### src/verilog/fsq_pkg.sv
// Shared constants and types for the flash self-program sequencer
`default_nettype none
package fsq_pkg;
    // Register indices on the device's own register port
    localparam logic [3:0]  FSQ_REG_CONTROL   = 4'h0;
    localparam logic [3:0]  FSQ_REG_KEY       = 4'h1;
    // Control register fields
    localparam int          FSQ_CTL_START_BIT = 15;
    localparam int          FSQ_CTL_ERASE_BIT = 6;
    localparam logic [15:0] FSQ_CTL_RESET     = 16'h0000;
    localparam logic [3:0]  FSQ_OP_ROW        = 4'h1;
    localparam logic [3:0]  FSQ_OP_WORD       = 4'h3;
    localparam logic [3:0]  FSQ_OP_PAGE       = 4'h2;
    localparam logic [15:0] FSQ_CMD_PAGE_ERASE = 16'h4042;
    localparam logic [15:0] FSQ_CMD_ROW_PROG   = 16'h4001;
    localparam logic [15:0] FSQ_CMD_WORD_PROG  = 16'h4003;
    // Unlock key values
    localparam logic [7:0]  FSQ_KEY_FIRST     = 8'h55;
    localparam logic [7:0]  FSQ_KEY_SECOND    = 8'hAA;
    // Array geometry
    localparam int          FSQ_ROW_WORDS     = 64;
    localparam int          FSQ_ROW_BYTES     = 192;
    localparam int          FSQ_PAGE_ROWS     = 8;
    localparam int          FSQ_PAGE_BYTES    = 1536;
    localparam int          FSQ_PAGE_IGN_BITS = 10;
    localparam int          FSQ_ROW_IGN_BITS  = 7;
    localparam int          FSQ_ADDR_W        = 24;
    localparam int          FSQ_WORD_W        = 24;
    // Self-timed operation lengths at 20 MHz
    localparam int          FSQ_CLK_MHZ       = 20;
    localparam int          FSQ_T_PROG_US     = 20;
    localparam int          FSQ_T_ERASE_US    = 200;
    localparam int          FSQ_PROG_CYC  = FSQ_T_PROG_US * FSQ_CLK_MHZ;
    localparam int          FSQ_ERASE_CYC = FSQ_T_ERASE_US * FSQ_CLK_MHZ;
    localparam int          FSQ_TMR_W         = 13;
    typedef enum logic [2:0] {
        FSQ_IDLE = 3'b001,
        FSQ_BUSY = 3'b010,
        FSQ_DONE = 3'b100
    } fsq_state_t;
endpackage : fsq_pkg
`default_nettype wire

### src/verilog/fsq_if.sv
// Link between processor core end and flash sequencer end
`default_nettype none
interface fsq_if (
    input wire logic clk,
    input wire logic reset_n
);
    import fsq_pkg::*;
    logic [FSQ_ADDR_W-1:0] tbl_addr;
    logic [15:0]           tbl_data;
    logic                  tbl_wr_lo;
    logic                  tbl_wr_hi;
    logic [3:0]            reg_addr;
    logic [15:0]           reg_wdata;
    logic                  reg_wr;
    logic                  reg_rd;
    logic [15:0]           reg_rdata;
    logic                  cpu_stall;
    logic                  hard_reset;
    modport dev  (input tbl_addr, tbl_data, tbl_wr_lo, tbl_wr_hi, reg_addr,
                  reg_wdata, reg_wr, reg_rd, hard_reset,
                  output reg_rdata, cpu_stall);
    modport core (output tbl_addr, tbl_data, tbl_wr_lo, tbl_wr_hi, reg_addr,
                  reg_wdata, reg_wr, reg_rd,
                  input reg_rdata, cpu_stall);
endinterface : fsq_if
`default_nettype wire

### src/verilog/fsq_device.sv
// Flash self-program sequencer: holding buffers, unlock, timed operation
// Function
// - Key register write-only, reads zero, upper byte ignored
// - Rows hold 64 words, 192 bytes
// - Erase eight rows, program one row, aligned
// - Last table write address selects programmed row
// - Single-buffer variant programs one word only
// - Table writes only fill holding buffers
// - Start bit 15 launches timed operation
// - Hardware clears start bit at completion
// - Core stalled during whole operation
// - Interrupts held pending until operation ends
// - Power-on or brown-out reset aborts operation
// - Other resets held pending until completion
// - Page erase ignores ten low address bits
// - Keys 0x55 then 0xAA unlock start
// - Software places two no-ops after start
// - Page erase selected by 0x4042
// - Program each word at most twice
// - Row program selected by 0x4001
// - Word program selected by 0x4003
//
// The placing of the registers and strobed register access were left to the implementer.
`default_nettype none
module fsq_device #(
    parameter bit MULTI_BUF = 1'b1
) (
    // Core side
    fsq_if.dev                          bus,
    input  wire logic                   clk,
    input  wire logic                   reset_n,
    // Pending events from the rest of the chip
    input  wire logic                   irq_in,
    input  wire logic                   soft_reset_req,
    output logic                        irq_out,
    output logic                        soft_reset_out,
    // Flash array port
    output logic                        arr_prog,
    output logic                        arr_erase,
    output logic [fsq_pkg::FSQ_ADDR_W-1:0] arr_addr,
    output logic [fsq_pkg::FSQ_WORD_W*fsq_pkg::FSQ_ROW_WORDS-1:0] arr_data,
    output logic                        busy
);
    import fsq_pkg::*;

    localparam int NBUF = MULTI_BUF ? FSQ_ROW_WORDS : 1;

    fsq_state_t              st_q, st_d;
    logic [15:0]             ctl_q, ctl_d;
    logic                    key1_q, key1_d;
    logic                    armed_q, armed_d;
    logic [FSQ_TMR_W-1:0]    tmr_q, tmr_d;
    logic [FSQ_ADDR_W-1:0]   addr_q, addr_d;
    logic [15:0]             rdata_q, rdata_d;
    logic                    irq_pend_q, irq_pend_d;
    logic                    rst_pend_q, rst_pend_d;
    logic [FSQ_WORD_W-1:0]   buf_q [NBUF];
    logic [5:0]              slot;
    logic                    key_wr, ctl_wr, start_req, op_erase;

    assign key_wr  = bus.reg_wr && bus.reg_addr == FSQ_REG_KEY;
    assign ctl_wr  = bus.reg_wr && bus.reg_addr == FSQ_REG_CONTROL;
    assign op_erase = ctl_q[FSQ_CTL_ERASE_BIT];
    // Start only from idle, with the unlock armed
    assign start_req = ctl_wr && bus.reg_wdata[FSQ_CTL_START_BIT]
                       && armed_q && st_q == FSQ_IDLE;
    // Words sit two addresses apart, so bits 6:1 pick the buffer
    assign slot = MULTI_BUF ? bus.tbl_addr[FSQ_ROW_IGN_BITS-1:1] : 6'h00;

    always_comb begin
        st_d       = st_q;
        ctl_d      = ctl_q;
        key1_d     = key1_q;
        armed_d    = armed_q;
        tmr_d      = tmr_q;
        addr_d     = addr_q;
        rdata_d    = 16'h0000;
        irq_pend_d = irq_pend_q | irq_in;
        rst_pend_d = rst_pend_q | soft_reset_req;
        // Unlock: second key must directly follow the first
        if (bus.reg_wr) begin
            armed_d = 1'b0;
            key1_d  = key_wr
                      && bus.reg_wdata[7:0] == FSQ_KEY_FIRST;
            if (key_wr && key1_q && bus.reg_wdata[7:0] == FSQ_KEY_SECOND)
                armed_d = 1'b1;
        end
        if (bus.tbl_wr_lo || bus.tbl_wr_hi)
            addr_d = bus.tbl_addr;
        if (ctl_wr && st_q == FSQ_IDLE) begin
            // Start bit never set by software directly
            ctl_d = {1'b0, bus.reg_wdata[14:0]};
        end
        unique case (st_q)
            FSQ_IDLE: begin
                if (start_req) begin
                    ctl_d[FSQ_CTL_START_BIT] = 1'b1;
                    st_d  = FSQ_BUSY;
                    tmr_d = bus.reg_wdata[FSQ_CTL_ERASE_BIT]
                          ? FSQ_TMR_W'(FSQ_ERASE_CYC - 1)
                          : FSQ_TMR_W'(FSQ_PROG_CYC - 1);
                end
            end
            FSQ_BUSY: begin
                if (tmr_q == '0)
                    st_d = FSQ_DONE;
                else
                    tmr_d = tmr_q - 1'b1;
            end
            FSQ_DONE: begin
                ctl_d[FSQ_CTL_START_BIT] = 1'b0;
                st_d = FSQ_IDLE;
            end
        endcase
        // Released once idle; a new event in that cycle must not be lost
        if (st_q == FSQ_IDLE) begin
            irq_pend_d = irq_in;
            rst_pend_d = soft_reset_req;
        end
        if (bus.reg_rd) begin
            if (bus.reg_addr == FSQ_REG_CONTROL)
                rdata_d = ctl_q;
            else
                rdata_d = 16'h0000;
        end
    end

    // Power-on and brown-out arrive as reset_n or hard_reset and abort
    always_ff @(posedge clk or negedge reset_n) begin
        if (!reset_n) begin
            st_q       <= FSQ_IDLE;
            ctl_q      <= FSQ_CTL_RESET;
            key1_q     <= 1'b0;
            armed_q    <= 1'b0;
            tmr_q      <= '0;
            addr_q     <= '0;
            rdata_q    <= 16'h0000;
            irq_pend_q <= 1'b0;
            rst_pend_q <= 1'b0;
        end else if (bus.hard_reset) begin
            st_q       <= FSQ_IDLE;
            ctl_q      <= FSQ_CTL_RESET;
            key1_q     <= 1'b0;
            armed_q    <= 1'b0;
            tmr_q      <= '0;
            rdata_q    <= 16'h0000;
            irq_pend_q <= 1'b0;
            rst_pend_q <= 1'b0;
        end else begin
            st_q       <= st_d;
            ctl_q      <= ctl_d;
            key1_q     <= key1_d;
            armed_q    <= start_req ? 1'b0 : armed_d;
            tmr_q      <= tmr_d;
            addr_q     <= addr_d;
            rdata_q    <= rdata_d;
            irq_pend_q <= irq_pend_d;
            rst_pend_q <= rst_pend_d;
        end
    end

    // Holding buffers: low write sets bits 15:0, high write bits 23:16
    generate
        for (genvar i = 0; i < NBUF; i++) begin : g_buf
            always_ff @(posedge clk or negedge reset_n) begin
                if (!reset_n) begin
                    buf_q[i] <= '0;
                end else if (slot == 6'(i) && st_q == FSQ_IDLE) begin
                    if (bus.tbl_wr_lo)
                        buf_q[i][15:0] <= bus.tbl_data;
                    if (bus.tbl_wr_hi)
                        buf_q[i][23:16] <= bus.tbl_data[7:0];
                end
            end
        end
        for (genvar j = 0; j < FSQ_ROW_WORDS; j++) begin : g_out
            assign arr_data[j*FSQ_WORD_W +: FSQ_WORD_W] =
                (j < NBUF) ? buf_q[j % NBUF] : '0;
        end
    endgenerate

    // Array only changes while the timed operation runs
    always_comb begin
        arr_addr = addr_q;
        if (op_erase)
            arr_addr[FSQ_PAGE_IGN_BITS-1:0] = '0;
        else if (ctl_q[3:0] == FSQ_OP_ROW && MULTI_BUF)
            arr_addr[FSQ_ROW_IGN_BITS-1:0] = '0;
    end
    assign arr_erase = st_q == FSQ_BUSY && op_erase
                       && ctl_q[3:0] == FSQ_OP_PAGE;
    assign arr_prog  = st_q == FSQ_BUSY && !op_erase
                       && (ctl_q[3:0] == FSQ_OP_WORD
                           || (ctl_q[3:0] == FSQ_OP_ROW && MULTI_BUF));
    assign busy           = st_q != FSQ_IDLE;
    assign bus.cpu_stall  = busy;
    assign irq_out        = irq_pend_q & ~busy;
    assign soft_reset_out = rst_pend_q & ~busy;
    assign bus.reg_rdata  = rdata_q;
endmodule : fsq_device
`default_nettype wire

### src/flat_wrapper.sv
// flat-port wrapper written by rule: the top's interface ports become plain ports
module fsq_device_flat import fsq_pkg::*;
#(
    parameter bit MULTI_BUF = 1'b1
)
  (clk, reset_n, irq_in, soft_reset_req, irq_out, soft_reset_out, arr_prog, arr_erase, arr_addr, arr_data, busy, bus_tbl_addr, bus_tbl_data, bus_tbl_wr_lo, bus_tbl_wr_hi, bus_reg_addr, bus_reg_wdata, bus_reg_wr, bus_reg_rd, bus_hard_reset, bus_reg_rdata, bus_cpu_stall);
  fsq_if bus_i (.clk(clk), .reset_n(reset_n));
  input  wire logic clk;
  input  wire logic reset_n;
  input  wire logic irq_in;
  input  wire logic soft_reset_req;
  output logic irq_out;
  output logic soft_reset_out;
  output logic arr_prog;
  output logic arr_erase;
  output logic [fsq_pkg::FSQ_ADDR_W-1:0] arr_addr;
  output logic [fsq_pkg::FSQ_WORD_W*fsq_pkg::FSQ_ROW_WORDS-1:0] arr_data;
  output logic busy;
  input wire logic [$bits(bus_i.tbl_addr)-1:0] bus_tbl_addr;
  input wire logic [$bits(bus_i.tbl_data)-1:0] bus_tbl_data;
  input wire logic [$bits(bus_i.tbl_wr_lo)-1:0] bus_tbl_wr_lo;
  input wire logic [$bits(bus_i.tbl_wr_hi)-1:0] bus_tbl_wr_hi;
  input wire logic [$bits(bus_i.reg_addr)-1:0] bus_reg_addr;
  input wire logic [$bits(bus_i.reg_wdata)-1:0] bus_reg_wdata;
  input wire logic [$bits(bus_i.reg_wr)-1:0] bus_reg_wr;
  input wire logic [$bits(bus_i.reg_rd)-1:0] bus_reg_rd;
  input wire logic [$bits(bus_i.hard_reset)-1:0] bus_hard_reset;
  output wire logic [$bits(bus_i.reg_rdata)-1:0] bus_reg_rdata;
  output wire logic [$bits(bus_i.cpu_stall)-1:0] bus_cpu_stall;
  assign bus_i.tbl_addr = bus_tbl_addr;
  assign bus_i.tbl_data = bus_tbl_data;
  assign bus_i.tbl_wr_lo = bus_tbl_wr_lo;
  assign bus_i.tbl_wr_hi = bus_tbl_wr_hi;
  assign bus_i.reg_addr = bus_reg_addr;
  assign bus_i.reg_wdata = bus_reg_wdata;
  assign bus_i.reg_wr = bus_reg_wr;
  assign bus_i.reg_rd = bus_reg_rd;
  assign bus_i.hard_reset = bus_hard_reset;
  assign bus_reg_rdata = bus_i.reg_rdata;
  assign bus_cpu_stall = bus_i.cpu_stall;
  fsq_device #(.MULTI_BUF(MULTI_BUF)) u_core (.bus(bus_i), .clk(clk), .reset_n(reset_n), .irq_in(irq_in), .soft_reset_req(soft_reset_req), .irq_out(irq_out), .soft_reset_out(soft_reset_out), .arr_prog(arr_prog), .arr_erase(arr_erase), .arr_addr(arr_addr), .arr_data(arr_data), .busy(busy));
endmodule
### config.mk
export PLATFORM = sky130hd
export DESIGN_NAME = fsq_device_flat
export DESIGN_NICKNAME = d
export VERILOG_FILES = /design/src/verilog/fsq_pkg.sv /design/src/verilog/fsq_if.sv /design/src/verilog/fsq_device.sv /design/src/flat_wrapper.sv
export SDC_FILE = /design/constraint.sdc
export NUM_CORES = 2
export LEC_CHECK = 0
export BUFFER_PORTS_ARGS = -buffer_cell sky130_fd_sc_hd__buf_2
export CAP_MARGIN = 25
export CELL_PAD_IN_SITES_DETAIL_PLACEMENT = 1
export CELL_PAD_IN_SITES_GLOBAL_PLACEMENT = 1
export CORE_AREA = 3 3 647 649
export DETAILED_ROUTE_END_ITERATION = 16
export DIE_AREA = 0 0 650 652
export GPL_TIMING_DRIVEN = 0
export PLACE_DENSITY = 0.45
export SETUP_SLACK_MARGIN = 0.4
export SYNTH_ARGS = -nofsm -noshare
export SYNTH_HDL_FRONTEND = slang
export SYNTH_SLANG_ARGS = --single-unit
### constraint.sdc
create_clock -name clk -period 5.46 [get_ports clk]
set_input_delay 0.273 -clock clk [delete_from_list [all_inputs] [get_ports clk]]
set_output_delay 0.273 -clock clk [all_outputs]
set_load 0.01 [all_outputs]
# Word-level counts from Yosys, hierarchy flattened

Index checks and enable logic that the tools add are counted.

Register bits after elaboration: 1612
Logic and storage cells: 468

Bitwise logic cells: 6
Reduce and logical (&&, ||, !) cells: 218
Equal/unequal tests: 76
$add $sub $neg: 1
Mux-type cells: 29

Operator list:

| cell                                                   | count |
|---|---|
| AND reduction 2 bit                                    | 130 |
| == test 6 bit (second input constant)                  | 32 |
| == test 6 x 5 -> 1 bit (second input constant)         | 16 |
| 2-to-1 mux 16 bit                                      | 5 |
| logical AND 1 bit                                      | 77 |
| == test 6 x 4 -> 1 bit (second input constant)         | 8 |
| 2-to-1 mux 13 bit                                      | 3 |
| one-hot mux 13 bit (2 select lines)                    | 1 |
| == test 6 x 3 -> 1 bit (second input constant)         | 4 |
| 2-to-1 mux 7 bit                                       | 2 |
| logical NOT 13 bit                                     | 1 |
| subtractor 13 x 1 -> 13 bit (second input constant)    | 1 |
| == test 6 x 2 -> 1 bit (second input constant)         | 2 |
| 2-to-1 mux 12 bit                                      | 1 |
| 2-to-1 mux 3 bit                                       | 4 |
| 2-to-1 mux 1 bit                                       | 11 |
| one-hot mux 3 bit (3 select lines)                     | 1 |
| == test 4 x 1 -> 1 bit (second input constant)         | 2 |
| == test 4 x 2 -> 1 bit (second input constant)         | 2 |
| == test 8 x 7 -> 1 bit (second input constant)         | 1 |
| == test 8 bit (second input constant)                  | 1 |
| == test 6 x 1 -> 1 bit (second input constant)         | 1 |
| logical NOT 6 bit                                      | 1 |
| inequality test 3 x 2 -> 1 bit (second input constant) | 2 |
| 15 further kinds                                       | 21 |

# Logic depth before layout (Yosys ltp)

Depth in word-level cells: 8
Gate-level depth with buffers: 8
Mapped depth without buffers: 6

# Least setup slack after synthesis

No wires, ideal clock.

Path type: register to register
Start point: reg u_core.st_q[0]
End point: reg u_core.buf_q, in the netlist u_core.arr_data[480]
Arrival: 2.231 ns
Setup slack: 3.104 ns
Cell stages (with the launch flop): 8
Required time: 5.335 ns
Period minus slack after synthesis: 2.356 ns
Library setup time: 0.125 ns
Cell sequence: dfstp_2 > clkbuf_2 > nor4b_1 > nand3_1 > buf_4 > nor2_2 > buf_4 > mux2_2

Word-level cells in the longest chain between the ends: 3

RTL lines:

| item                                 | RTL line          | RTL |
|---|---|---|
| start, declared                      | fsq_device.sv:48  | `fsq_state_t st_q, st_d;` |
| start signal, assigned               | fsq_device.sv:150 | `st_q <= st_d;` |
| == test 3 x 1 -> 1 bit               | fsq_device.sv:168 | `end else if (slot == 6'(i) && st_q == FSQ_IDLE) begin` |
| logical AND 1 bit                    | fsq_device.sv:168 |  |
| AND reduction 2 bit (no source line) | --                |  |
| end signal, assigned by index        | fsq_device.sv:170 | `buf_q[i][15:0] <= bus.tbl_data;` |
| end signal, assigned by index        | fsq_device.sv:172 | `buf_q[i][23:16] <= bus.tbl_data[7:0];` |
| end, declared                        | fsq_device.sv:57  | `logic [FSQ_WORD_W-1:0] buf_q [NBUF];` |

Every way passes these cells.
A chain may end at the register's enable or synchronous reset.

==> summary.md <==
| Metric | Value |
|---|---|
| DRT antenna net count | 0 |
| Share of the synthesized area in the top cell type | between 60% and 70% |
| Startpoint types | input pin |
| Layout Skew | 0.06171 ns |
| Mapped Cells | 3829 |
| Most used cell, CP | buf_16 |
| GRT Util Overall | 15.42% |
| CP max-delay cell | dlygate4sd3_1 |
| Slowest Stage Delay on Critical Path | 0.61 ns |
| Synth Register Bits | 1612 |
| Most numerous cell in the Yosys netlist | dfrtp_1 |
| Max Slew Vio Count | 0 |
| Pwr dens | roughly 400 nW/um^2 |
| Setup crit end kind | asynchronous set/reset pin |
| Max_cap viols | 0 |
| Total CTS buffers | ~200 |
| Initial DRT Pass Iterations | 5 |
| # clock sinks | 1612 |
| Largest net degree at the start of global routing | 158 |
| Post-Syn Nets | 3900 |
| Seq/Total Area, Yosys | between 60 and 70% |
| Met1 Routed Length | 131300 um |
| Clock Path Buffers | 4 |
| DR WL met2 | 172800 um |
| Gr ovfl total | 0 |
| RD Place Congestion | 0.7875 |
| Psw | 10220 uW |
| Detailed Route Iter0 Violations | between 2000 and 2500 |
| Critical path buffers and inverters | 9 |
| WL per Instance | between 20 and 30 um |
| Clock Latency Late Sink | about 0.89 ns |
| DR DRC count | 0 |
| CP top delay family | buffers and inverters |
| Hold_ws | ~0.11 ns |
| Worst-path fanout max | 157 |
| Cell variety after synth | 59 |
| Post-CTS Resized | 0 |
| CTS tree | yes |
| Clock transition at the registers of the reported paths | 0.05 ns |
| Dpl hpwl | 269800 um |
| Max_slew headroom | 29.36% |
| Setup Buffers After CTS | 0 |
| Hold Vio Cnt, Final | 0 |
| Tmin final | about 4.4 ns |
| Clock network fraction of total power | 40.3% |
| Vias in the first global route | 45290 |
| Worst path arrival time | 5.27 ns |
| Post-synth ARST share | 100.0% |
| Initial antenna violation count | 69 |
| Die Width | 650 um |
| Leak | 0.04455 uW |
| H-tree depth | 4 |
| Post-synthesis cell area | a little over 60000 um^2 |
| First-pass GRT wire length | roughly 440000 um |
| Initial Util | 14.96% |
| Setup TNS | 0 ns |
| # nets final | slightly below 6000 |
| Routed met3 length | 25320 um |
| Die area | 423800 um^2 |
| CP cell instances | dlygate4sd3_1 > dlygate4sd3_1 > buf_12 > buf_16 > buf_16 > buf_16 > buf_16 > buf_16 > buf_16 |
| Primary FF master, synth | dfrtp_1 |
| Final period util | approximately four fifths |
| Most common library cells after synthesis | 1611 x dfrtp_1, 1461 x mux2_2, 177 x clkbuf_1 |
| Share of total power in combinational logic | 18.0% |
| Cell taking the most area after synthesis | dfrtp_1 |
| Number of enable flip-flop cells after synthesis | 0 |
| Critical path type | in -> async |
| FMAX | 0.2273 GHz |
| Clock Tree Root | clkbuf_16 |
| Worst Path Required | 6.33 ns |
| Die Span Y | 652 um |
| Int Pwr | 24300 uW |
| Row count | 236 |
| Area Growth Syn to Fin | 39.47% |
| Total Wirelength | between 300000 and 400000 um |
| Vias | between 40000 and 50000 |
| Register share of total power | around two fifths |
| RSZ-0062 raised after global routing | false |
| Port Buffers | 1632 |
| Via density | ~3.6 |
| HP Class | in -> reg |
| Max Used Layer | met5 |
| Top-Level Pins | ~1700 |
| Worst slew pin tran | 1.056 ns |
| # setup viols final | 0 |
| Core Area | 413100 um^2 |
| Run status | finished, final reports clean |
| YS warnings | 0 |
| Mean Syn Cell Area | 16.14 um^2 |
| Share of layout cells above drive strength 1 | 63.38% |
| Worst IR Drop VDD | 0.0002633 V |
| Switching part of the total | 29.61% |
| Top cells by area, synth | dfrtp_1 65%, mux2_2 27%, mux2_4 2.4% |
[through the flow]
stage | std cells | power [uW] | worst slack [ns] | instance area (um^2) | util, %
after floorplan | 3829 | 17050 | 3.104 | 61790 | -
after global placement | 10940 | 20770 | -33.61 | 76800 | 18.59
after detailed placement | 11020 | 20960 | 0.5017 | 78580 | 19.02
after CTS | 11450 | 35220 | 0.7694 | 86060 | 20.83
after global routing | 11460 | 36090 | 0.5533 | 86110 | 20.85
final | 11490 | 34520 | 1.060 | 86170 | 20.86
[layout make-up]
class | count | area, um^2
fillers | 46040 | 326900
clock buffers | 304 | 5929
repair buffers | 1789 | 10570
clock inverters | 61 | 875.8
diodes | 29 | 72.57
flip-flops and latches | 1612 | 40340
plain buffers | 281 | 1385
well taps | 5474 | 6849
inverters | 6 | 22.52
multi-input cells | 1930 | 20130
[power groups by stage]
stage / clock (uW) / sequential [uW] / combinational [uW]
2_1_floorplan: 0 / 15300 / 1790
3_3_place_gp: 0 / 14600 / 6190
3_5_place_dp: 0 / 14600 / 6360
4_1_cts: 14400 / 14400 / 6410
5_1_grt: 14900 / 14600 / 6600
6_report: 13900 / 14400 / 6210
[sequential cells by signal, indices dropped and copies added, names as in the netlist]
name                  cells
u_core.arr_data        1536
u_core.ctl_q             16
u_core.bus.reg_rdata     16
u_core.st_q               3
u_core.tmr_q             13
u_core.addr_q            24
u_core.rst_pend_q         1
u_core.key1_q             1
u_core.armed_q            1
u_core.irq_pend_q         1
[path summary, 6_finish.rpt]
check / slack (ns) / depth (start not counted) / start / to
setup / recovery: 1.06 / 9 / reset_n / u_core.arr_data[1160]
hold / removal: 0.11 / 2 / bus_tbl_data[14] / u_core.arr_data[494]
setup reg to reg: 1.33 / 8 / u_core.st_q[0] / u_core.ctl_q[0]
hold reg to reg: 0.48 / 1 / u_core.ctl_q[7] / u_core.bus.reg_rdata[7]
max in group clk: 1.33 / 8 / u_core.st_q[0] / u_core.ctl_q[0]
min in group asynchronous: 0.54 / 3 / reset_n / u_core.st_q[0]
[what timing repair did]
action / 4_1_cts / 5_1_grt
hold buffers: 65 / 1
endpoints found under the setup margin: 0 / 129
hold endpoints to repair: 370 / 1
[logic make-up (layout without fill, tap and decap cells)]
family	Yosys count	count (layout)	share of synthesized area [%]
buffers and inverters	287	2441	2.205
other	0	29	0
adder cells (fa/ha/maj)	2	2	0.04049
flip-flops	1612	1612	65.29
multiplexers	1562	1562	29.07
AO/OA/AOI/OAI	65	65	0.7128
AND/OR/NAND/NOR	301	301	2.677
[worst reg2reg max path, stage by stage, from the launching register on]
cell	delay, ns
dfstp_2	0.52
clkbuf_2	0.19
nor3b_2	0.66
inv_1	0.54
nor3_1	0.66
nand2_1	0.15
dlygate4sd3_1	0.61
a21oi_1	0.15
dlygate4sd3_1	0.58
[routing by layer]
metal | vias to the layer above | global-route usage, %
met2 | 1437 | 27.71
li1 | 17500 | -
met5 | - | 0
met1 | 22540 | 17.86
met4 | 14 | 3.792
met3 | 343 | 4.443
[cell usage in the layout (no fill, tap or decap), drive strengths merged, types with 2 or more instances in the layout]
master,n
a211o,2
a211oi,4
a21oi,24
a22o,4
a311oi,3
a31oi,2
a41oi,4
and2,25
and3,4
and3b,2
buf,1826
bufinv,15
clkbuf,483
clkinv,30
clkinvlp,6
dfrtp,1611
diode,29
dlygate4sd3,65
ha,2
inv,16
mux2,1561
nand2,111
nand2b,6
nand3,15
nand4,2
nor2,81
nor2b,7
nor3,12
nor3b,7
nor4,6
nor4b,4
nor4bb,3
o21ai,8
o311a,2
o31a,2
o31ai,3
or3,5
or3b,2
or4,4
or4b,2
No activity file was read; power rests on OpenSTA's default activity.
